==> config.mk <==
export PLATFORM = sky130hd
export DESIGN_NAME = lic_regs
export DESIGN_NICKNAME = d
export VERILOG_FILES = /design/src/lic_pkg.sv /design/src/lic_regs.sv
export SDC_FILE = /design/constraint.sdc
export NUM_CORES = 1
export LEC_CHECK = 0
export BUFFER_PORTS_ARGS = -buffer_cell sky130_fd_sc_hd__buf_2
export CAP_MARGIN = 30
export CORE_UTILIZATION = 40
export DETAILED_ROUTE_END_ITERATION = 8
export GPL_TIMING_DRIVEN = 0
export PLACE_DENSITY = 0.65
export SLEW_MARGIN = 20
export SYNTH_ARGS = -nofsm -noshare
export SYNTH_HDL_FRONTEND = slang
export SYNTH_SLANG_ARGS = --single-unit
==> constraint.sdc <==
create_clock -name mclk_i -period 2.45 [get_ports mclk_i]
set_clock_uncertainty 0.05 [all_clocks]
set_input_delay 0.1225 -clock mclk_i [delete_from_list [all_inputs] [get_ports mclk_i]]
set_output_delay 0.1225 -clock mclk_i [all_outputs]
set_load 0.02 [all_outputs]
==> src/lic_pkg.sv <==
/*
  constants for the line interface control register bank: offsets, field
  positions, reset values and code tables.
  assumes an 8-bit register port with byte-wide data and 4-bit addresses.
*/
package lic_pkg;
  localparam int ADDR_W = 4;
  localparam int DATA_W = 8;

  // register offsets
  localparam logic [3:0] OFS_LINE_OUTPUT_POWER_CONTROL = 4'h6;
  localparam logic [3:0] OFS_RESERVED_SLOT_SEVEN = 4'h7;
  localparam logic [3:0] OFS_RESERVED_SLOT_EIGHT = 4'h8;
  localparam logic [3:0] OFS_LINE_SAMPLE_RATE_SELECT = 4'h9;
  localparam logic [3:0] OFS_RESERVED_SLOT_TEN = 4'hA;
  localparam logic [3:0] OFS_SYSTEM_MODULE_REVISION = 4'hB;

  // field positions in line_output_power_control
  localparam int BIT_TX_HI = 6;
  localparam int BIT_TX_LO = 1;
  localparam int BIT_RX_HI = 5;
  localparam int BIT_RX_LO = 0;
  localparam int BIT_LINE_SLEEP = 4;
  localparam int BIT_SYS_SLEEP = 3;

  // reset values
  localparam logic [7:0] RST_LINE_OUTPUT_POWER_CONTROL = 8'h00;
  localparam logic [2:0] RST_SAMPLE_RATE_CODE = 3'h0;

  // monitor transmit level codes
  localparam logic [1:0] TX_M20DB = 2'h0;
  localparam logic [1:0] TX_M32DB = 2'h1;
  localparam logic [1:0] TX_MUTE = 2'h2;
  localparam logic [1:0] TX_M26DB = 2'h3;
  // monitor receive level codes
  localparam logic [1:0] RX_0DB = 2'h0;
  localparam logic [1:0] RX_M12DB = 2'h1;
  localparam logic [1:0] RX_MUTE = 2'h2;
  localparam logic [1:0] RX_M6DB = 2'h3;
  // attenuation in dB handed to the monitor mixer, 6'h3F means mute
  localparam logic [5:0] ATT_MUTE = 6'h3F;
  localparam logic [5:0] ATT_0DB = 6'h00;
  localparam logic [5:0] ATT_6DB = 6'h06;
  localparam logic [5:0] ATT_12DB = 6'h0C;
  localparam logic [5:0] ATT_20DB = 6'h14;
  localparam logic [5:0] ATT_26DB = 6'h1A;
  localparam logic [5:0] ATT_32DB = 6'h20;

  // sample rate codes and rates in Hz
  localparam logic [2:0] SR_7200 = 3'h0;
  localparam logic [2:0] SR_8000 = 3'h1;
  localparam logic [2:0] SR_8229 = 3'h2;
  localparam logic [2:0] SR_8400 = 3'h3;
  localparam logic [2:0] SR_9000 = 3'h4;
  localparam logic [2:0] SR_9600 = 3'h5;
  localparam logic [13:0] HZ_7200 = 14'h1C20;
  localparam logic [13:0] HZ_8000 = 14'h1F40;
  localparam logic [13:0] HZ_8229 = 14'h2025;
  localparam logic [13:0] HZ_8400 = 14'h20D0;
  localparam logic [13:0] HZ_9000 = 14'h2328;
  localparam logic [13:0] HZ_9600 = 14'h2580;

  // arbitrary neutral revision value
  localparam logic [3:0] DEFAULT_REV = 4'h1;
endpackage

==> src/lic_regs.sv <==
/*
  line interface control register bank: monitor output levels, sleep
  controls, line sample rate and system module revision.
  assumes a single-cycle register port: strobes one cycle wide, read data
  valid in the cycle after the read strobe; everything on mclk_i.
*/
`timescale 1ns/100ps
`default_nettype none
module lic_regs #(
  parameter logic [3:0] SYS_REV = lic_pkg::DEFAULT_REV
) (
  input wire logic mclk_i,
  input wire logic rst_b_i,
  input wire logic [3:0] reg_addr_i,
  input wire logic [7:0] reg_wdata_i,
  input wire logic reg_wr_i,
  input wire logic reg_rd_i,
  input wire logic sys_module_reset_i,
  output logic [7:0] reg_rdata_o,
  output logic [1:0] monitor_tx_level_o,
  output logic [1:0] monitor_rx_level_o,
  output logic [5:0] call_progress_out_tx_att_o,
  output logic call_progress_out_tx_mute_o,
  output logic [5:0] call_progress_out_rx_att_o,
  output logic call_progress_out_rx_mute_o,
  output logic line_chip_sleep_o,
  output logic system_module_sleep_o,
  output logic [2:0] sample_rate_code_o,
  output logic [13:0] sample_rate_hz_o,
  output logic sample_rate_code_bad_o
);

  initial begin
    if (SYS_REV > 4'hF) begin
      $error("revision value does not fit four bits");
    end
  end

  typedef struct packed {
    logic [7:0] rdata;
    logic [1:0] tx_level;
    logic [1:0] rx_level;
    logic line_sleep;
    logic sys_sleep_bit;
    logic sys_down;
    logic [2:0] rate_code;
    logic [5:0] tx_att;
    logic tx_mute;
    logic [5:0] rx_att;
    logic rx_mute;
    logic [13:0] rate_hz;
    logic rate_bad;
  } lic_state_t;

  lic_state_t state;
  lic_state_t next_state;

  // transmit monitor attenuation; mute carried as a separate flag
  function automatic logic [6:0] lic_tx_att(input logic [1:0] code);
    case (code)
      lic_pkg::TX_M20DB: lic_tx_att = {1'b0, lic_pkg::ATT_20DB};
      lic_pkg::TX_M32DB: lic_tx_att = {1'b0, lic_pkg::ATT_32DB};
      lic_pkg::TX_MUTE: lic_tx_att = {1'b1, lic_pkg::ATT_MUTE};
      lic_pkg::TX_M26DB: lic_tx_att = {1'b0, lic_pkg::ATT_26DB};
      default: lic_tx_att = {1'b1, lic_pkg::ATT_MUTE};
    endcase
  endfunction

  // receive monitor attenuation
  function automatic logic [6:0] lic_rx_att(input logic [1:0] code);
    case (code)
      lic_pkg::RX_0DB: lic_rx_att = {1'b0, lic_pkg::ATT_0DB};
      lic_pkg::RX_M12DB: lic_rx_att = {1'b0, lic_pkg::ATT_12DB};
      lic_pkg::RX_MUTE: lic_rx_att = {1'b1, lic_pkg::ATT_MUTE};
      lic_pkg::RX_M6DB: lic_rx_att = {1'b0, lic_pkg::ATT_6DB};
      default: lic_rx_att = {1'b1, lic_pkg::ATT_MUTE};
    endcase
  endfunction

  // sample rate decode; unlisted codes flag bad and hold 8000 Hz
  function automatic logic [14:0] lic_rate(input logic [2:0] code);
    case (code)
      lic_pkg::SR_7200: lic_rate = {1'b0, lic_pkg::HZ_7200};
      lic_pkg::SR_8000: lic_rate = {1'b0, lic_pkg::HZ_8000};
      lic_pkg::SR_8229: lic_rate = {1'b0, lic_pkg::HZ_8229};
      lic_pkg::SR_8400: lic_rate = {1'b0, lic_pkg::HZ_8400};
      lic_pkg::SR_9000: lic_rate = {1'b0, lic_pkg::HZ_9000};
      lic_pkg::SR_9600: lic_rate = {1'b0, lic_pkg::HZ_9600};
      default: lic_rate = {1'b1, lic_pkg::HZ_8000};
    endcase
  endfunction

  // next-state logic: register writes, sleep latch, read mux
  always_comb begin
    logic [6:0] tx_dec;
    logic [6:0] rx_dec;
    logic [14:0] rate_dec;
    tx_dec = 7'h00;
    rx_dec = 7'h00;
    rate_dec = 15'h0000;
    next_state = state;

    if (reg_wr_i && reg_addr_i == lic_pkg::OFS_LINE_OUTPUT_POWER_CONTROL) begin
      // bits 7 and 2 are dropped on write
      next_state.tx_level = {reg_wdata_i[lic_pkg::BIT_TX_HI], reg_wdata_i[lic_pkg::BIT_TX_LO]};
      next_state.rx_level = {reg_wdata_i[lic_pkg::BIT_RX_HI], reg_wdata_i[lic_pkg::BIT_RX_LO]};
      next_state.line_sleep = reg_wdata_i[lic_pkg::BIT_LINE_SLEEP];
      next_state.sys_sleep_bit = reg_wdata_i[lic_pkg::BIT_SYS_SLEEP];
    end
    if (reg_wr_i && reg_addr_i == lic_pkg::OFS_LINE_SAMPLE_RATE_SELECT) begin
      next_state.rate_code = reg_wdata_i[2:0];
    end

    // power-down latches; clearing the bit alone does not wake the module
    if (next_state.sys_sleep_bit) begin
      next_state.sys_down = 1'b1;
    end else if (sys_module_reset_i) begin
      next_state.sys_down = 1'b0;
    end

    // decoded levels drive only the monitor mixer, never the main paths
    tx_dec = lic_tx_att(next_state.tx_level);
    rx_dec = lic_rx_att(next_state.rx_level);
    next_state.tx_mute = tx_dec[6];
    next_state.tx_att = tx_dec[5:0];
    next_state.rx_mute = rx_dec[6];
    next_state.rx_att = rx_dec[5:0];
    rate_dec = lic_rate(next_state.rate_code);
    next_state.rate_bad = rate_dec[14];
    next_state.rate_hz = rate_dec[13:0];

    // read data valid only in the cycle after the strobe
    next_state.rdata = 8'h00;
    if (reg_rd_i) begin
      case (reg_addr_i)
        lic_pkg::OFS_LINE_OUTPUT_POWER_CONTROL: begin
          next_state.rdata = {1'b0, state.tx_level[1], state.rx_level[1], state.line_sleep,
                              state.sys_sleep_bit, 1'b0, state.tx_level[0], state.rx_level[0]};
        end
        lic_pkg::OFS_LINE_SAMPLE_RATE_SELECT: begin
          next_state.rdata = {5'h00, state.rate_code};
        end
        lic_pkg::OFS_SYSTEM_MODULE_REVISION: begin
          next_state.rdata = {4'h0, SYS_REV};
        end
        default: begin
          next_state.rdata = 8'h00;
        end
      endcase
    end
  end

  // single state register; synchronous reset
  always_ff @(posedge mclk_i) begin
    if (!rst_b_i) begin
      state <= '0;
      state.tx_level <= {lic_pkg::RST_LINE_OUTPUT_POWER_CONTROL[lic_pkg::BIT_TX_HI],
                         lic_pkg::RST_LINE_OUTPUT_POWER_CONTROL[lic_pkg::BIT_TX_LO]};
      state.rx_level <= {lic_pkg::RST_LINE_OUTPUT_POWER_CONTROL[lic_pkg::BIT_RX_HI],
                         lic_pkg::RST_LINE_OUTPUT_POWER_CONTROL[lic_pkg::BIT_RX_LO]};
      state.rate_code <= lic_pkg::RST_SAMPLE_RATE_CODE;
      state.tx_att <= lic_pkg::ATT_20DB;
      state.rx_att <= lic_pkg::ATT_0DB;
      state.rate_hz <= lic_pkg::HZ_7200;
    end else begin
      state <= next_state;
    end
  end

  // outputs all straight from flip-flops
  assign reg_rdata_o = state.rdata;
  assign monitor_tx_level_o = state.tx_level;
  assign monitor_rx_level_o = state.rx_level;
  assign call_progress_out_tx_att_o = state.tx_att;
  assign call_progress_out_tx_mute_o = state.tx_mute;
  assign call_progress_out_rx_att_o = state.rx_att;
  assign call_progress_out_rx_mute_o = state.rx_mute;
  assign line_chip_sleep_o = state.line_sleep;
  assign system_module_sleep_o = state.sys_down;
  assign sample_rate_code_o = state.rate_code;
  assign sample_rate_hz_o = state.rate_hz;
  assign sample_rate_code_bad_o = state.rate_bad;

endmodule
`default_nettype wire

# Yosys cells after proc, flatten, opt, wreduce, memory -nomap -nowiden
# Cells that the tools add are included.
[totals]
ff_bits = 47
latch_bits = 0
mem_bits_rw = 0
mem_bits_ro = 0
output_inout_bits = 46
n_memories = 0
[op_classes]
add_sub_neg = 0
mul = 0
div_mod_pow = 0
n_lt_le_gt_ge = 0
n_eq_ne = 14
n_shift = 0
mux = 8
n_bitwise = 0
reduce_logical = 7
[ops]
columns = ["operator", "n"]
rows = [
  ["one-hot mux 15 bit (6 select lines)", 1],
  ["one-hot mux 7 bit (4 select lines)", 2],
  ["one-hot mux 7 bit (3 select lines)", 1],
  ["equality test 2 bit (second input constant)", 4],
  ["equality test 4 bit (second input constant)", 2],
  ["equality test 3 x 2 -> 1 bit (second input constant)", 2],
  ["equality test 3 bit (second input constant)", 2],
  ["two-way mux 6 bit", 1],
  ["equality test 2 x 1 -> 1 bit (second input constant)", 2],
  ["equality test 4 x 3 -> 1 bit (second input constant)", 1],
  ["logical NOT 2 bit", 2],
  ["equality test 3 x 1 -> 1 bit (second input constant)", 1],
  ["logical NOT 3 bit", 1],
  ["two-way mux 3 bit", 1],
  ["logical AND 1 bit", 2],
  ["two-way mux 1 bit", 2],
  ["AND reduction 2 bit", 1],
  ["nonzero test 2 bit", 1],
]

# Longest topological paths before layout
# Gate-level depths: netlist of run 1.
[logic_depth]
word_depth = 5
depth_mapped = 6
ltp_nobuf = 6

# Least setup slack after synthesis of run 1
# Ideal clock, no wire load.
[synth_timing]
path_type = "in2reg"
from = "input reg_addr_i[3]"
to = "register state (netlist bit call_progress_out_rx_att_o[3])"
t_arrival_ps = 1173
t_required_ps = 2285
slack_ps = 1112
path_stages = 5
path_buffers = 0
cell_sequence = "and4bb_2 -> nand2_4 -> mux2i_1 -> ha_1 -> and2_1"
[synth_lines]
columns = ["element", "line", "rtl"]
rows = [
  ["start, declared", "lic_regs.sv:14", "input wire logic [3:0] reg_addr_i,"],
  ["end signal, assigned", "lic_regs.sv:166", "state <= next_state;"],
  ["end, declared", "lic_regs.sv:55", "lic_state_t state;"],
]

# Final worst setup path of run 1
[layout_timing]
from = "register state (netlist bit sample_rate_code_o[2])"
to = "register state (netlist bit sample_rate_hz_o[10])"
[layout_via]
elab_chain_len = 3
[layout_rtl]
columns = ["element", "line", "rtl"]
rows = [
  ["two-way mux 3 bit *", "lic_regs.sv:110", "if (reg_wr_i && reg_addr_i == lic_pkg::OFS_LINE_SAMPLE_RATE_SELECT) begin"],
  ["equality test 3 bit, or another cell as far along", "lic_regs.sv:82", "case (code)"],
  ["one-hot mux 15 bit (6 select lines) *", "lic_regs.sv:82", ""],
]
# Mark *: on every way between the ends. The rest lies on a longest branch, timed or not.
# A chain may end at the register's enable or synchronous reset.

==> metrics.md, run 1 <==
| Metric | Value |
|---|---|
| Status | `finished, final reports clean` |
| Worst Setup End Kind | `flop` |
| Leakage | `1.16 nW` |
| Crit-path max cell delay | `380 ps` |
| GPL Wtd Cong | `0.817` |
| Hold_buf cts | `0` |
| Vias per cell | `4.40` |
| CTS H-tree depth | `2` |
| CTS Sinks | `36` |
| Max-Cap Viols | `0` |
| Initial antenna violation count | `0` |
| Grt total ovfl | `0` |
| Die ar. | `4730 µm²` |
| Die Span X | `68.8 µm` |
| Pre-CTS setup slack | `843 ps` |
| Largest area contributor in the netlist | `dfxtp_1` |
| Initial DRC count | `40` |
| Worst skew pair latency | `280 ps` |
| DRC | `0` |
| Via Count | `1361` |
| Total Power | `1.12 mW` |
| Synth top area cells | `dfxtp_1, buf_4, nand2_1` |
| PostCTS Resize Cnt | `0` |
| Startpoint types | `flop` |
| I/O pin cnt | `63` |
| Pre-antenna DRT Iters | `4` |
| Setup TNS | `0 ps` |
| CTS max path bufs | `2` |
| Core area | `4140 µm²` |
| First-pass GRT wire length | `5240 µm` |
| Routed len/inst | `10.4 µm` |
| Post-Layout Cell Count | `309` |
| Logic pwr share | `9.1%` |
| Clock transition at the registers of the reported paths | `70 ps` |
| Crit path cell chain | `clkbuf_1 > nor3b_1 > o311ai_0` |
| Mean Syn Cell Area | `9.24 µm²` |
| CP Data Arrival Time | `1510 ps` |
| RSZ-0062 raised after global routing | `no` |
| Worst path slowest cell | `dfxtp_1` |
| VDD IR max | `332 µV` |
| Crit Path Category | `flop to flop` |
| Vias in the first global route | `1170` |
| N_diodes | `0` |
| Psw | `0.259 mW` |
| Largest net degree at the start of global routing | `12` |
| Starting Density | `43.1%` |
| Final hold vios | `0` |
| Delay-heaviest family, CP | `flip-flops` |
| Sw Ratio | `23.1%` |
| Hold WC Path Type | `input pin to flop` |
| Final ANT Viol Nets | `0` |
| Worst setup margin | `1010 ps` |
| Flops & latches, synth | `36` |
| HPWL Detailed | `2440 µm` |
| Layout Nets | `279` |
| CTS Root Cell | `clkbuf_8` |
| Num CTS Buffers | `5` |
| CTS tree | `done` |
| CP required | `2520 ps` |
| Yosys warning count | `0` |
| CP bufs+invs | `1` |
| Final setup fails | `0` |
| # port buffers | `57` |
| Total track usage | `15.2%` |
| Routed wire length | `3220 µm` |
| Seq pwr share | `53.0%` |
| Area Overhead vs Synth | `24.9%` |
| Minimum clock period | `1440 ps` |
| Max-slew violations | `0` |
| Pwr Density | `504 nW/µm²` |
| Commonest non-fill, non-tap cell in the layout | `buf_2` |
| Top cell type's share of synthesized area | `40.4%` |
| Worst Path Max Fanout | `10` |
| Final core occ | `53.8%` |
| P_int | `0.863 mW` |
| Row Count | `23` |
| Layout cells sized above 1 | `46.3%` |
| Mapped cell area | `1780 µm²` |
| Fin crit share | `58.9%` |
| Post-Place Cells | `301` |
| Sequential area share after synthesis | `40.4%` |
| Clock power share | `37.8%` |
| Synth cell types | `39` |
| Syn Inst Count | `193` |
| Max Clock Freq | `692 MHz` |
| Most frequent cells in the layout | `buf_2, buf_4, dfxtp_1, nand2_1, nor2b_1` |
| Post-CTS setup buffer count | `0` |
| Die Y | `68.8 µm` |
-- cell type report --
type	instances	area [µm²]
Clock inverter	2	10.0
Clock buffer	6	82.6
Inverter	4	15.0
Buffer	51	357
Timing Repair Buffer	57	285
Multi-Input combinational cell	103	696
Tap cell	50	62.6
Sequential cell	36	721
Fill cell	408	1920
-- per-stage QoR --
step                      instance area, µm²  hold slack, ps
after detailed placement                2140             353
after global routing                    2230            69.3
after floorplan                         1790             213
after global placement                  2140             341
after CTS                               2230            54.2
final                                   2230            56.0
-- logic make-up (layout without fill, tap and decap cells) --
| kind of cell | after synthesis | in the layout | synth area share [%] |
|---|---|---|---|
| and+or+nand+nor | 67 | 67 | 22.1 |
| muxes | 7 | 7 | 4.21 |
| buffers and inverters | 55 | 120 | 20.8 |
| other | 1 | 2 | 0.210 |
| adders and majority gates | 4 | 4 | 2.81 |
| DFF | 36 | 36 | 40.4 |
| AOI/OAI and AO/OA | 19 | 19 | 7.50 |
| xor gates and xnor gates | 4 | 4 | 1.96 |
-- tightest hold or removal path: cells and delay by family --
family / cells / cell delay (ps)
compound gates: 1 / 70
simple gates: 1 / 50
buf+inv: 1 / 100
-- power by group through the flow --
stage | combinational [mW] | sequential, mW | clock, mW
after global placement | 0.102 | 0.609 | 0
after CTS | 0.104 | 0.595 | 0.435
after detailed placement | 0.103 | 0.609 | 0
after floorplan | 0.0695 | 0.609 | 0
final | 0.103 | 0.595 | 0.425
after global routing | 0.113 | 0.596 | 0.462
-- per-layer routing --
metal,global-route usage [%],up-vias,wire [µm]
met5,0,-,0
met4,4.59,0,36
met3,3.78,4,157
met2,25.6,41,1470
met1,18.9,602,1550
li1,-,714,-
-- registers in the layout (all words and copies together), names as in the netlist, 3 cells and up --
register and flops:
reg_rdata_o 7, call_progress_out_tx_att_o 5, sample_rate_hz_o 11, sample_rate_code_o 3
call_progress_out_rx_att_o 4
-- synthesized netlist by cell type (all sizes together) --
| cell type | number |
|---|---|
| o311ai | 1 |
| dfxtp | 36 |
| nor3 | 1 |
| ha | 4 |
| and2 | 10 |
| buf | 45 |
| o21ai | 1 |
| mux2 | 1 |
| nand3 | 7 |
| nor2 | 2 |
| a21boi | 8 |
| nor2b | 11 |
| and4 | 1 |
| nand2b | 2 |
| a22oi | 1 |
| o21a | 1 |
| a211oi | 1 |
| and4bb | 3 |
| nor3b | 1 |
| and3b | 1 |
| a21oi | 4 |
| nand4b | 1 |
| o211ai | 1 |
| clkbuf | 6 |
| inv | 4 |
| xnor2 | 4 |
| and3 | 4 |
| o311a | 1 |
| conb | 1 |
| nand2 | 22 |
| mux2i | 6 |
| or3 | 1 |
-- worst paths after layout --
path,startpoint,endpoint,slack [ps],depth (start not counted)
setup / recovery,sample_rate_code_o[2]$_SDFF_PN0_,sample_rate_hz_o[10]$_SDFF_PN1_,1010,3
hold / removal,reg_wdata_i[4],line_chip_sleep_o$_SDFFE_PN0P_,60,3
setup reg to reg,sample_rate_code_o[2]$_SDFF_PN0_,sample_rate_hz_o[10]$_SDFF_PN1_,1010,3
hold reg to reg,state[33]$_SDFF_PN0_,reg_rdata_o[3]$_SDFF_PN0_,400,1
(Power assumes the default switching activity.)
==> run 2: changes to the inputs <==
Settings changed: PLACE_DENSITY 0.65 to 0.68.
Clock period 2.45 ns to 1.2 ns, I/O delays scaled along.
==> metrics.md, run 2 (synthesized netlist as in run 1, its figures left out) <==
| Metric | Value |
|---|---|
| Status | `finished, final reports clean` |
| Crit Path Category | `input pin to flop` |
| Worst path slowest cell | `and4bb_4` |
| Fin crit share | `97.7%` |
| CTS Sinks | `36` |
| Layout Nets | `284` |
| Crit path cell chain | `buf_2 > and4bb_4 > nand2_8 > mux2i_4 > ha_1 > and2_1` |
| First-pass GRT wire length | `5320 µm` |
| # port buffers | `57` |
| Total track usage | `15.8%` |
| CP required | `1340 ps` |
| Num CTS Buffers | `5` |
| CTS H-tree depth | `2` |
| Min-delay src | `reg_wdata_i[3]` |
| Routed len/inst | `11.2 µm` |
| R2r startpoint | `sample_rate_code_o[1]$_SDFF_PN0_` |
| VDD IR max | `500 µV` |
| Logic pwr share | `9.4%` |
| Crit-path max cell delay | `390 ps` |
| Worst skew pair latency | `290 ps` |
| Startpoint types | `input pin` |
| Largest net degree at the start of global routing | `12` |
| Max-slew violations | `0` |
| I/O pin cnt | `63` |
| Hold WS | `10.5 ps` |
| GPL Wtd Cong | `0.820` |
| Final ANT Viol Nets | `0` |
| Psw | `0.559 mW` |
| Seq pwr share | `48.7%` |
| Row Count | `23` |
| Starting Density | `43.1%` |
| Pre-antenna DRT Iters | `4` |
| Leakage | `1.18 nW` |
| Pwr Density | `1040 nW/µm²` |
| Routed wire length | `3530 µm` |
| Worst Path Max Fanout | `6` |
| RSZ-0062 raised after global routing | `yes` |
| Final hold vios | `0` |
| CTS tree | `done` |
| Filler Cells Inserted | `384` |
| Minimum clock period | `1170 ps` |
| Area Overhead vs Synth | `33.9%` |
| Max-Cap Viols | `0` |
| Cell Area, Placed | `2140 µm²` |
| Core area | `4140 µm²` |
| Max FFs per register | `11` |
| Vias in the first global route | `1200` |
| Vias per cell | `4.44` |
| DRC | `0` |
| Worst Setup End Kind | `flop` |
| Final setup fails | `0` |
| CTS max path bufs | `2` |
| N_diodes | `0` |
| Clock power share | `41.8%` |
| P_int | `1.93 mW` |
| CTS Root Cell | `clkbuf_8` |
| Grt total ovfl | `0` |
| Post-Place Cells | `301` |
| Total Power | `2.49 mW` |
| Hold WC Path Type | `input pin to flop` |
| Die ar. | `4730 µm²` |
| Clock transition at the registers of the reported paths | `70 ps` |
| Sw Ratio | `22.4%` |
| Initial antenna violation count | `0` |
| Commonest non-fill, non-tap cell in the layout | `buf_2` |
| Initial DRC count | `64` |
| CP Data Arrival Time | `1310 ps` |
| Worst setup startpoint | `reg_addr_i[3]` |
| Max Clock Freq | `853 MHz` |
| Post-Layout Cell Count | `314` |
| Post-route cell area | `2390 µm²` |
| Die Y | `68.8 µm` |
| Die Span X | `68.8 µm` |
| Most frequent cells in the layout | `buf_2, buf_4, dfxtp_1, nand2_1, nor2b_1` |
| Final core occ | `57.7%` |
| Layout cells sized above 1 | `50.0%` |
| Via Count | `1393` |
==> run 2: cell types whose count changed in the layout (fill, tap and decap cells not counted), sizes merged <==
cell,change
buf,+3
bufinv,+1
clkbuf,-1
clkinv,-1
dlygate4sd3,+3
==> run 2: layout make-up <==
type | instances | area, µm² | share of cell area, %
Buffer | 51 | 367 | 15.3
Clock buffer | 6 | 72.6 | 3.04
Clock inverter | 2 | 35.0 | 1.47
Inverter | 4 | 15.0 | 0.628
Multi-Input combinational cell | 103 | 782 | 32.7
Sequential cell | 36 | 726 | 30.4
Tap cell | 50 | 62.6 | 2.62
Timing Repair Buffer | 62 | 330 | 13.8
==> run 2: worst max-delay path: cells and delay by family <==
kind	cells	cell delay [ps]
mux	1	210
fa+ha+maj	1	280
buf+inv	1	110
simple gates	3	640
==> run 2: repair_timing <==
item,4_1_cts,5_1_grt
hold endpoints to repair,3,0
gates resized for setup,8,15
hold buffers,3,0
buffers inserted,0,2
setup endpoints to repair,7,10
pin swaps,0,1
==> run 2: final timing paths <==
check                           slack, ps  cells past startpoint                                  endpoint
worst min register to register        400                      1                 reg_rdata_o[3]$_SDFF_PN0_
worst max-delay path                   30                      6  call_progress_out_rx_att_o[3]$_SDFF_PN0_
worst min-delay path                   10                      3                      state[33]$_SDFF_PN0_
worst max register to register         50                      4            sample_rate_hz_o[2]$_SDFF_PN0_
==> run 2: layer usage <==
metal | vias to the layer above | part of all wire, % | GRT usage (%) | routed length, µm
li1 | 726 | - | - | -
met1 | 620 | 46 | 18.9 | 1620
met2 | 42 | 47 | 25.9 | 1660
met3 | 5 | 5.2 | 4.61 | 184
met4 | 0 | 1.8 | 7.40 | 63
met5 | - | 0 | 0 | 0
==> run 2: through the flow <==
step                setup TNS, ps  setup WS (ps)
floorplan                    -251          -72.0
global placement            -1810           -316
detailed placement          -1920           -314
CTS                         -29.5          -18.0
global route                -63.6          -47.5
finish                          0           27.4
==> run 2: power by group through the flow <==
stage                     combinational (mW)  clock, mW  sequential, mW
after floorplan                        0.143          0            1.24
after global placement                 0.210          0            1.24
after detailed placement               0.211          0            1.24
after CTS                              0.222       1.06            1.22
after global routing                   0.258       1.11            1.22
final                                  0.236       1.04            1.21
